$ cat src/pkg/bbd_defs.svh
// Purpose: constants for the branch, bit and control decoder
// Assumes: 8-bit opcodes, 12-bit program counter
// Notes:   included by the decoder core only
`ifndef BBD_DEFS_SVH
`define BBD_DEFS_SVH

// =====================================================================
// opcode class field, bits 2..0
`define BBD_CLS_BRZC   3'h0
`define BBD_CLS_FAR    3'h1
`define BBD_CLS_BRCC   3'h2
`define BBD_CLS_BIT    3'h3
`define BBD_CLS_BRZS   3'h4
`define BBD_CLS_CTLA   3'h5
`define BBD_CLS_BRCS   3'h6
`define BBD_CLS_CTLB   3'h7
// field positions
`define BBD_SUB_BIT    3
`define BBD_POL_BIT    4

// =====================================================================
// control opcodes
`define BBD_OP_NOP     8'h2D
`define BBD_OP_RET     8'hCD
`define BBD_OP_INTERRUPT_RETURN    8'h4D
`define BBD_OP_STOP    8'h6D
`define BBD_OP_WAIT    8'hED

// =====================================================================
// cycles per instruction group
`define BBD_CYC_SHORT  3'h2
`define BBD_CYC_BTST   3'h5
`define BBD_CYC_BMOD   3'h4
`define BBD_CYC_FAR    3'h4
`define BBD_CYC_CTL    3'h2

// =====================================================================
// program counter steps
`define BBD_STEP1      12'h001
`define BBD_STEP2      12'h002
`define BBD_STEP3      12'h003

`endif

$ cat src/pkg/bbd_pkg.sv
// Purpose: types for the branch, bit and control decoder
// Assumes: nothing
// Notes:   sequencer states are gray coded
package bbd_pkg;

  // =====================================================================
  // sequencer states
  typedef enum logic [1:0] {
    BBD_START = 2'h0,
    BBD_RUN   = 2'h1,
    BBD_HALT  = 2'h3
  } bbd_state_type;

endpackage : bbd_pkg

$ cat src/design/bbd_core.sv
// Purpose: execute branch, bit set/clear, control and far jump groups
// Assumes: program bytes one cycle after a read strobe, data bytes in the strobe cycle
// Notes:   one cycle is one clock of mclk_in
// Behaviour
// - four short branches on carry or zero, two cycles, flags kept
// - short displacement is 5-bit signed, target -15 to +16
// - bit-test branch on bit clear or set, three bytes, five cycles
// - bit-test copies tested bit into carry, zero kept
// - bit-test displacement is 8-bit signed, target -126 to +129
// - set or clear any data bit, two bytes, four cycles, no flags
// - no-op, return, interrupt return, stop, wait: two cycles each
// - with watchdog option, stop acts as wait
// - absolute jump and call with 12-bit target, four cycles
// - bit-test bytes are opcode, data address, displacement
// - bit set/clear takes bit from opcode, address from next byte
`include "bbd_defs.svh"
`timescale 1ns/100ps
`default_nettype none

module bbd_core
  import bbd_pkg::*;
#(
  parameter logic [11:0] RST_PC    = 12'h000,
  parameter int          STK_DEPTH = 6
) (
  // clock and reset
  input  wire logic        mclk_in,
  input  wire logic        rst_in,
  // program memory
  output logic [11:0]      pm_addr_out,
  output logic             pm_rd_out,
  input  wire logic [7:0]  pm_data_in,
  // data space memory
  output logic [7:0]       dm_addr_out,
  output logic             dm_rd_out,
  output logic             dm_wr_out,
  output logic [7:0]       dm_wdata_out,
  input  wire logic [7:0]  dm_rdata_in,
  // flags from other instruction groups
  input  wire logic        flag_ld_in,
  input  wire logic        flag_z_in,
  input  wire logic        flag_c_in,
  // option and wake
  input  wire logic        wdog_opt_in,
  input  wire logic        wake_in,
  // status
  output logic             z_out,
  output logic             c_out,
  output logic             stop_out,
  output logic             wait_out,
  output logic             illegal_out
);

  localparam int             SPW     = $clog2(STK_DEPTH);
  localparam logic [SPW-1:0] SP_LAST = SPW'(STK_DEPTH - 1);

  // =====================================================================
  // state
  bbd_state_type     state_r;
  bbd_state_type     state_nxt;
  logic [2:0]        cyc_r;
  logic [2:0]        cyc_nxt;
  logic [7:0]        op_r;
  logic [7:0]        arg_r;
  logic [11:0]       pc_r;
  logic [11:0]       pc_nxt;
  logic              z_r;
  logic              c_r;
  logic              z_nxt;
  logic              c_nxt;
  logic [13:0]       stk_r [STK_DEPTH];
  logic [SPW-1:0]    sp_r;
  logic [11:0]       pm_addr_r;
  logic [11:0]       pm_addr_nxt;
  logic              pm_rd_r;
  logic              pm_rd_nxt;
  logic [7:0]        dm_addr_r;
  logic              dm_rd_r;
  logic              dm_wr_r;
  logic [7:0]        dm_wdata_r;
  logic              stop_r;
  logic              wait_r;
  logic              illegal_r;

  // =====================================================================
  // decode; opcode is live on the bus in cycle 1
  wire              run    = (state_r == BBD_RUN);
  wire              cyc1   = run && (cyc_r == 3'h1);
  wire              cyc2   = run && (cyc_r == 3'h2);
  wire              cyc3   = run && (cyc_r == 3'h3);
  wire [7:0]        op_w   = cyc1 ? pm_data_in : op_r;
  wire [2:0]        cls    = op_w[2:0];
  wire              is_brz = (cls == `BBD_CLS_BRZC) || (cls == `BBD_CLS_BRZS);
  wire              is_brc = (cls == `BBD_CLS_BRCC) || (cls == `BBD_CLS_BRCS);
  wire              is_shr = is_brz || is_brc;
  wire              is_far = (cls == `BBD_CLS_FAR);
  wire              is_cal = is_far && !op_w[`BBD_SUB_BIT];
  wire              is_bit = (cls == `BBD_CLS_BIT);
  wire              is_bts = is_bit && !op_w[`BBD_SUB_BIT];
  wire              is_bmd = is_bit && op_w[`BBD_SUB_BIT];
  wire              pol    = op_w[`BBD_POL_BIT];
  wire [2:0]        bidx   = {op_w[5], op_w[6], op_w[7]};
  wire              is_nop = (op_w == `BBD_OP_NOP);
  wire              is_ret = (op_w == `BBD_OP_RET);
  wire              is_rti = (op_w == `BBD_OP_INTERRUPT_RETURN);
  wire              is_stp = (op_w == `BBD_OP_STOP);
  wire              is_wai = (op_w == `BBD_OP_WAIT);
  wire              is_ctl = is_nop || is_ret || is_rti || is_stp || is_wai;
  wire              is_ill = !(is_shr || is_far || is_bit || is_ctl);

  // short condition: zero group uses bit 2 as polarity, carry likewise
  wire              cond   = is_brz ? (z_r == op_w[2]) : (c_r == op_w[2]);

  // =====================================================================
  // instruction length in cycles and last cycle detect
  wire [2:0]        ncyc   = is_bts ? `BBD_CYC_BTST :
                             is_bmd ? `BBD_CYC_BMOD :
                             is_far ? `BBD_CYC_FAR  :
                             is_shr ? `BBD_CYC_SHORT :
                             `BBD_CYC_CTL;
  wire              last   = run && (cyc_r == ncyc - 3'h1);

  // =====================================================================
  // branch targets
  wire [11:0]       e_sx   = {{7{op_w[7]}}, op_w[7:3]};
  wire [11:0]       ee_sx  = {{4{pm_data_in[7]}}, pm_data_in};
  wire [11:0]       pc_p1  = pc_r + `BBD_STEP1;
  wire [11:0]       pc_p2  = pc_r + `BBD_STEP2;
  wire [11:0]       t_shr  = pc_p1 + e_sx;
  wire [11:0]       t_bts  = pc_p2 + ee_sx;
  wire              tbit   = dm_rdata_in[bidx];
  // low target byte is on the bus in the jump's last cycle
  wire [7:0]        arg_w  = cyc3 ? pm_data_in : arg_r;
  wire [11:0]       t_far  = {op_w[7:4], arg_w};
  // stack pointer steps wrap at the stack depth, never past the array
  wire [SPW-1:0]    sp_one = {{(SPW-1){1'b0}}, 1'b1};
  wire [SPW-1:0]    sp_up  = (sp_r == SP_LAST) ? '0 : (sp_r + sp_one);
  wire [SPW-1:0]    sp_dn  = (sp_r == '0) ? SP_LAST : (sp_r - sp_one);
  wire [13:0]       top    = stk_r[sp_dn];
  wire              halt_go = cyc1 && (is_stp || is_wai);
  wire              go_stop = is_stp && !wdog_opt_in;

  // modified data byte for set/clear
  wire [7:0]        bmask  = 8'h01 << bidx;
  wire [7:0]        bmod   = pol ? (dm_rdata_in | bmask) : (dm_rdata_in & ~bmask);

  // =====================================================================
  // next program counter at the last cycle
  always_comb begin
    pc_nxt = pc_p1;
    if (is_shr) begin
      pc_nxt = cond ? t_shr : pc_p1;
    end else if (is_bts) begin
      pc_nxt = (tbit == pol) ? t_bts : (pc_r + `BBD_STEP3);
    end else if (is_bmd) begin
      pc_nxt = pc_p2;
    end else if (is_far) begin
      pc_nxt = t_far;
    end else if (is_ret || is_rti) begin
      pc_nxt = top[11:0];
    end
  end

  // =====================================================================
  // flags: instruction writes win over the outside load
  always_comb begin
    z_nxt = flag_ld_in ? flag_z_in : z_r;
    c_nxt = flag_ld_in ? flag_c_in : c_r;
    if (last && is_bts) begin
      c_nxt = tbit;
    end else if (last && is_rti) begin
      z_nxt = top[13];
      c_nxt = top[12];
    end
  end

  // =====================================================================
  // program memory requests
  always_comb begin
    pm_rd_nxt   = 1'b0;
    pm_addr_nxt = pm_addr_r;
    state_nxt   = state_r;
    cyc_nxt     = run ? (cyc_r + 3'h1) : 3'h0;
    if (state_r == BBD_START) begin
      pm_rd_nxt   = 1'b1;
      pm_addr_nxt = pc_r;
      state_nxt   = BBD_RUN;
    end else if (state_r == BBD_HALT) begin
      if (wake_in) begin
        pm_rd_nxt   = 1'b1;
        pm_addr_nxt = pc_r;
        state_nxt   = BBD_RUN;
      end
    end else if (halt_go) begin
      state_nxt = BBD_HALT;
      cyc_nxt   = 3'h0;
    end else if (last) begin
      pm_rd_nxt   = 1'b1;
      pm_addr_nxt = pc_nxt;
      cyc_nxt     = 3'h0;
    end else if (cyc1 && (is_far || is_bit)) begin
      pm_rd_nxt   = 1'b1;
      pm_addr_nxt = pc_p1;
    end else if (cyc2 && is_bts) begin
      pm_rd_nxt   = 1'b1;
      pm_addr_nxt = pc_p2;
    end
  end

  // =====================================================================
  // sequencer, pc and opcode latch
  always_ff @(posedge mclk_in) begin
    if (rst_in) begin
      state_r <= BBD_START;
      cyc_r   <= 3'h0;
      pc_r    <= RST_PC;
      op_r    <= 8'h00;
      arg_r   <= 8'h00;
    end else begin
      state_r <= state_nxt;
      cyc_r   <= cyc_nxt;
      if (cyc1) op_r <= pm_data_in;
      if (cyc3) arg_r <= pm_data_in;
      if (halt_go) pc_r <= pc_p1;
      else if (last) pc_r <= pc_nxt;
    end
  end

  // =====================================================================
  // return stack with saved flags
  always_ff @(posedge mclk_in) begin
    if (rst_in) begin
      sp_r <= '0;
    end else if (last && is_cal) begin
      stk_r[sp_r] <= {z_r, c_r, pc_p2};
      sp_r        <= sp_up;
    end else if (last && (is_ret || is_rti)) begin
      sp_r <= sp_dn;
    end
  end

  // =====================================================================
  // data space accesses
  always_ff @(posedge mclk_in) begin
    if (rst_in) begin
      dm_addr_r  <= 8'h00;
      dm_rd_r    <= 1'b0;
      dm_wr_r    <= 1'b0;
      dm_wdata_r <= 8'h00;
    end else begin
      // data address is on the bus in cycle 3; read in cycle 4
      dm_rd_r <= cyc3 && is_bit;
      // set/clear write trails into the next opcode's cycle 1, one cycle after its fetch cycle
      dm_wr_r <= dm_rd_r && is_bmd;
      if (cyc3 && is_bit) dm_addr_r <= pm_data_in;
      if (dm_rd_r) dm_wdata_r <= bmod;
    end
  end

  // =====================================================================
  // flags, memory strobes and status
  always_ff @(posedge mclk_in) begin
    if (rst_in) begin
      z_r       <= 1'b0;
      c_r       <= 1'b0;
      pm_addr_r <= 12'h000;
      pm_rd_r   <= 1'b0;
      stop_r    <= 1'b0;
      wait_r    <= 1'b0;
      illegal_r <= 1'b0;
    end else begin
      z_r       <= z_nxt;
      c_r       <= c_nxt;
      pm_addr_r <= pm_addr_nxt;
      pm_rd_r   <= pm_rd_nxt;
      illegal_r <= cyc1 && is_ill;
      if (halt_go) begin
        stop_r <= go_stop;
        wait_r <= !go_stop;
      end else if (state_r == BBD_HALT && wake_in) begin
        stop_r <= 1'b0;
        wait_r <= 1'b0;
      end
    end
  end

  // output wiring straight from flops
  assign pm_addr_out  = pm_addr_r;
  assign pm_rd_out    = pm_rd_r;
  assign dm_addr_out  = dm_addr_r;
  assign dm_rd_out    = dm_rd_r;
  assign dm_wr_out    = dm_wr_r;
  assign dm_wdata_out = dm_wdata_r;
  assign z_out        = z_r;
  assign c_out        = c_r;
  assign stop_out     = stop_r;
  assign wait_out     = wait_r;
  assign illegal_out  = illegal_r;

endmodule : bbd_core

`default_nettype wire

$ cat config.mk
export PLATFORM = sky130hd
export DESIGN_NAME = bbd_core
export DESIGN_NICKNAME = d
export VERILOG_FILES = /design/src/pkg/bbd_pkg.sv /design/src/design/bbd_core.sv
export VERILOG_INCLUDE_DIRS = /design/src /design/src/pkg
export SDC_FILE = /design/constraint.sdc
export NUM_CORES = 1
export LEC_CHECK = 0
export ABC_AREA = 1
export BUFFER_PORTS_ARGS = -buffer_cell sky130_fd_sc_hd__buf_2
export CAP_MARGIN = 5
export CORE_UTILIZATION = 49
export DETAILED_ROUTE_END_ITERATION = 7
export PLACE_DENSITY = 0.66
export SYNTH_ARGS = -nofsm -noshare
export SYNTH_HDL_FRONTEND = slang
export SYNTH_SLANG_ARGS = --single-unit
export TNS_END_PERCENT = 50
$ cat constraint.sdc
create_clock -name mclk_in -period 4.6 [get_ports mclk_in]
set_input_delay 0.46 -clock mclk_in [delete_from_list [all_inputs] [get_ports mclk_in]]
set_output_delay 0.46 -clock mclk_in [all_outputs]
set_load 0.02 [all_outputs]
-- Yosys cells after proc, flatten, opt, wreduce, memory -nomap -nowiden
Memories as Yosys holds them, arrays and structs flattened.
Cells that the tools add are included.
- output and inout port bits: 36
- flip-flop bits (word level): 72
- memory bits (writable): 84
- logic and storage cells: 163
- memories: 1
- input bits: 23
- memory list (name ; words ; bits a word ; read ports ; clocked after Yosys merged registers in ; wr ports ; line ; RTL):
    stk_r ; 6 ; 14 ; 1 ; 0 ; 1 ; bbd_core.sv:71 ; logic [13:0] stk_r [STK_DEPTH];
- order comparisons: 1
- reductions and logical operators: 50
- add/sub/neg operators: 9
- bitwise operators: 3
- shift operators: 1
- mux-type cells: 57
- equal/unequal tests: 23
- operator list (kind ; number):
    $mux 12 ; 16
    $mux 3 ; 12
    $add 12x12->12 ; 2
    $add 12x2->12 const B ; 2
    $mux 8 ; 3
    $mux 1 ; 22
    $logic_and 1x1->1 ; 19
    $eq 8x7->1 const B ; 2
    $eq 8x8->1 const B ; 2
    $logic_or 1x1->1 ; 13
    $add 12x1->12 const B ; 1
    $eq 3x2->1 const B ; 4
    $eq 3x3->1 const B ; 3
    $and 8x8->8 ; 1
    $eq 8x6->1 const B ; 1
    $not 8->8 ; 1
    $or 8x8->8 ; 1
    $reduce_bool 2->1 ; 4
    $shl 1x3->8 const A ; 1
    $add 3x1->3 const B ; 2
    $eq 3x1->1 const B ; 2
    $logic_not 3->1 ; 2
    $mux 2 ; 3
    $reduce_bool 3->1 ; 2
    16 further kinds ; 23

-- Depth between registers and ports, before layout
- depth in word-level cells: 14
- mapped depth: 25
- mapped depth without buffers: 24

-- Worst setup path before layout
Ideal clock, no wire load.
- path type: reg2reg
- from: register cyc_r[0]
- to: memory stk_r[0][0], enable pin
- required time: 4197 ps
- path slack: 1049 ps
- library setup time: 403 ps
- arrival: 3148 ps
- stages on the path, launching flop included: 14
- period minus slack after synthesis: 3551 ps
- buffers on the path: 2
- cell sequence: dfxtp_1 -> ha_1 -> inv_1 -> nor2_4 -> buf_4 -> nand3_1 -> nand2_2 -> nand2_1 -> nor2_4 -> clkinv_1 -> buf_2 -> nor3_4 -> nand3_1 -> nor3_1
- cells in the longest elaborated chain, start to end: 14
- elaborated cells on any way between the ends: 19
- classes of those cells: 1 x add/sub; 4 x eq/ne; 7 x mux; 7 x reduce/logical
- ends and longest elaborated chain (what ; line ; RTL):
    start: declaration ; bbd_core.sv:61 ; logic [2:0] cyc_r;
    start signal: assignment ; bbd_core.sv:221 ; cyc_r <= cyc_nxt;
    $eq 3x1->1 ; bbd_core.sv:88 ; wire cyc1 = run && (cyc_r == 3'h1);
    $logic_and 1x1->1 ; bbd_core.sv:88 ;
    $mux 8 ; n/a ;
    $eq 3x1->1 (no source line) / $eq 3x2->1 (equally long branches) ; n/a ;
    $mux 3 (no source line) / $logic_and 1x1->1 (equally long branches) ; n/a ;
    $mux 3 (no source line) (2 in a row) ; n/a ;
    $sub 3x1->3 ; bbd_core.sv:121 ; wire last = run && (cyc_r == ncyc - 3'h1);
    $eq 3x3->1 ; bbd_core.sv:121 ;
    $logic_and 1x1->1 ; bbd_core.sv:121 ;
    $logic_and 1x1->1 * ; bbd_core.sv:234 ; end else if (last && is_cal) begin
    $mux 1 * ; bbd_core.sv:234 ;
    $mux 1 * ; bbd_core.sv:232 ; if (rst_in) begin
    $mux 1 (implied by the code) * ; bbd_core.sv:235 ; stk_r[sp_r] <= {z_r, c_r, pc_p2};
    end: declaration ; bbd_core.sv:71 ;
Mark *: on every way between the ends. The rest lies on a longest branch, timed or not.

-- Worst setup path after layout
- from: register cyc_r[1]
- to: memory stk_r[0][13], enable pin
Same word-level chain as after synthesis.

==> results.cfg <==
[cts]
cts_sinks = 156
postCtsSetupRepairBufs = 0
clkTransAtPathRegs_ps = 70
root_buffer = clkbuf_16
htree_levels = 4
cts_hold_buffers = 0
numCtsBuffers = 17
clk_path_buf_depth = 2
clk_latency_ps = 440
post_cts_resize_count = 0
cts_tree = done

[global_routing]
grt_overflow = 0
first_global_vias = 8495
grt_pass1_wl_um = 47200
antenna_found_initial = 0
grt_max_degree = 39
grt_use_total = 0.314

[detailed_routing]
vias_per_cell = 5.73
vias = 9358
wl_per_cell_um = 19.0
drt-initial-drc-count = 967
ant_nets = 0
wirelength_um = 31100
drt_first_pass_iters = 7
drc = 0

[critical_path]
cpPeakStageDelay_ps = 460
worstPathArrival_ps = 4110
cp-startpoint = cyc_r[1]
rr_startpoint = cyc_r[1]
crit_path_start_kind = flip-flop
worstSetupPathType = flip-flop to flip-flop
cp.required_ps = 4740
crit_chain = inv_1 -> ha_1 -> inv_1 -> nor2_4 -> nand2_2 -> nand2_1 -> nand2_1 -> buf_4 -> nand2_4 -> nor2_4 -> inv_4 -> nor2_8 -> inv_4 -> o21ai_4 -> nand3_4 -> nor3_4 -> nand3_1 -> nor3_2 -> buf_4
slowest_stage = nor3_2
cp_max_fo = 18
cp-end-kind = flip-flop

[yosys]
synth-seq-cells = 156
netlist_instances = 1300
yosys-top-cells-area = edfxtp_1, dfxtp_1, nand2_1
synth.distinct_cells = 50
synth_fp_nets = 1355
synth_area_mm2 = 0.00968
avgSynthCellArea_um2 = 7.45
ys_seq_area_frac = 0.409
yosysTopAreaCellShare = 0.260
synth_top_cell_by_area = edfxtp_1
synth_warnings = 0

[sta]
rsz0062_at_grt = no
finalSetupTns_ps = 0
hold_violations = 0
period_minus_slack_ps = 3970
slew_violations = 0
setup_viol = 0
slew-limit-headroom = 0.347
post-route-period-util = 0.863
clock-skew-final_ps = 13.3
max_freq_mhz = 252
max_slew.worst_pin.slew_ps = 979

[power_and_ir_drop]
powerDensity_mw_per_mm2 = 312
totalPowerFinal_mw = 3.40
irDropWorstVdd_v = 0.000264
p_leak_nw = 4.84

[place]
dp_hpwl_um = 22800
place_congestion = 0.989
placed_area_mm2 = 0.0103
portBuffers = 58

[finish]
diodes = 0
areaGrowthSynthToFinish_pct = 12.3
layout-drive-gt1-share = 0.121
nNetsFinal = 1412
final_area_mm2 = 0.0109
nFillCells = 1894

[die]
die_area_mm2 = 0.0203
die_h_um = 143
rows = 51
start_util = 0.499
io_pins = 59
die-width_um = 143
core_mm2 = 0.0194

[min_path]
min_from = pm_data_in[0]
hold_class = input pin to flip-flop

[run_status]
status = complete, no violations

[flow_run]
cap_violations = 0
==> final timing paths <==
path	slack, ps	depth (start not counted)	end
setup / recovery	630	19	stk_r[0][13]
hold / removal	350	3	dm_addr_out[0]
setup reg to reg	630	19	stk_r[0][13]
hold reg to reg	460	2	pm_addr_out[4]
==> routing by layer <==
layer,share of wire,wire [um],track usage,up-vias
li1,-,-,-,4453
met1,0.41,12700,0.401,4354
met2,0.46,14300,0.502,449
met3,0.085,2630,0.0626,102
met4,0.047,1460,0.167,0
met5,0,0,0,-
==> where the power goes <==
| part | internal, mW | switching (mW) | leakage [nW] | total (mW) |
|---|---|---|---|---|
| Sequential | 1.48 | 0.0178 | 1.36 | 1.50 |
| Clock | 0.810 | 0.613 | 0.279 | 1.42 |
| Combinational | 0.141 | 0.336 | 3.21 | 0.477 |
==> layout by cell type (no fill, tap or decap), drive strengths merged, types with 3 or more instances in the layout <==
cell / netlist / layout
edfxtp: 84 / 84
o31ai: 3 / 3
a31oi: 11 / 11
buf: 27 / 91
o21a: 6 / 6
clkinv: 3 / 6
nand2: 401 / 401
nor2: 114 / 114
o211ai: 14 / 14
xor2: 36 / 36
mux2i: 7 / 7
xnor2: 6 / 6
nor3: 10 / 10
inv: 111 / 117
a21oi: 82 / 82
clkbuf: 26 / 18
o21ai: 84 / 84
o311ai: 4 / 4
or2: 3 / 3
o22ai: 6 / 6
ha: 30 / 30
dfxtp: 72 / 72
nand3: 139 / 139
nand4: 10 / 10
==> sequential cells by signal, indices dropped and copies added, names as in the netlist, 2 cells and up <==
| name | flops |
|---|---|
| stk_r | 84 |
| pc_r | 12 |
| pm_addr_out | 12 |
| arg_r | 8 |
| dm_addr_out | 8 |
| dm_wdata_out | 8 |
| op_r | 8 |
| cyc_r | 3 |
| sp_r | 3 |
| state_r | 2 |
==> through the flow <==
stage                     utilization  setup WS [ps]  instances  hold slack [ps]
final                           0.561            632       1634              346
after global routing            0.561            311       1634              344
after CTS                       0.561            661       1634              336
after detailed placement        0.531            684       1603              453
after global placement          0.531            746       1603              452
after floorplan                     -           1050       1300              460
==> cell usage after synthesis (all sizes together) <==
master and count:
nand2 401, nand3 139, nor2 114, inv 111, edfxtp 84, o21ai 84
a21oi 82, dfxtp 72, xor2 36, ha 30, buf 27, clkbuf 26
o211ai 14, a31oi 11, nand4 10, nor3 10, mux2i 7, o21a 6
o22ai 6, xnor2 6, o311ai 4, clkinv 3, o31ai 3, or2 3
a21o 2, fa 2, o21bai 2, a211oi 1, and3 1, nor4 1
o211a 1, o221ai 1
==> cell families (layout without fill, tap and decap cells) <==
group	count (synthesis)	count (layout)	share of synthesized area
mux	7	7	0.00724
buf+inv	167	236	0.0730
xor+xnor	42	42	0.0388
compound gates	217	217	0.125
simple gates	679	679	0.304
fa+ha+maj	32	32	0.0429
flops	156	156	0.409
==> critical path, delay by kind of cell, from the launching register on <==
kind,cells,cell delay (ps)
AO/OA/AOI/OAI,1,180
adder cells (fa/ha/maj),1,180
buffers and inverters,6,870
flip-flops,1,410
AND/OR/NAND/NOR,11,2000
==> cell type report <==
| type | count | area [um^2] | area share |
|---|---|---|---|
| multi-input cells | 977 | 5020 | 0.462 |
| well taps | 265 | 332 | 0.0305 |
| flip-flops and latches | 156 | 3960 | 0.365 |
| repair buffers | 91 | 538 | 0.0495 |
| inverters | 114 | 434 | 0.0399 |
| clock inverters | 13 | 154 | 0.0142 |
| clock buffers | 18 | 429 | 0.0395 |
No activity file was read; power rests on OpenSTA's default activity.
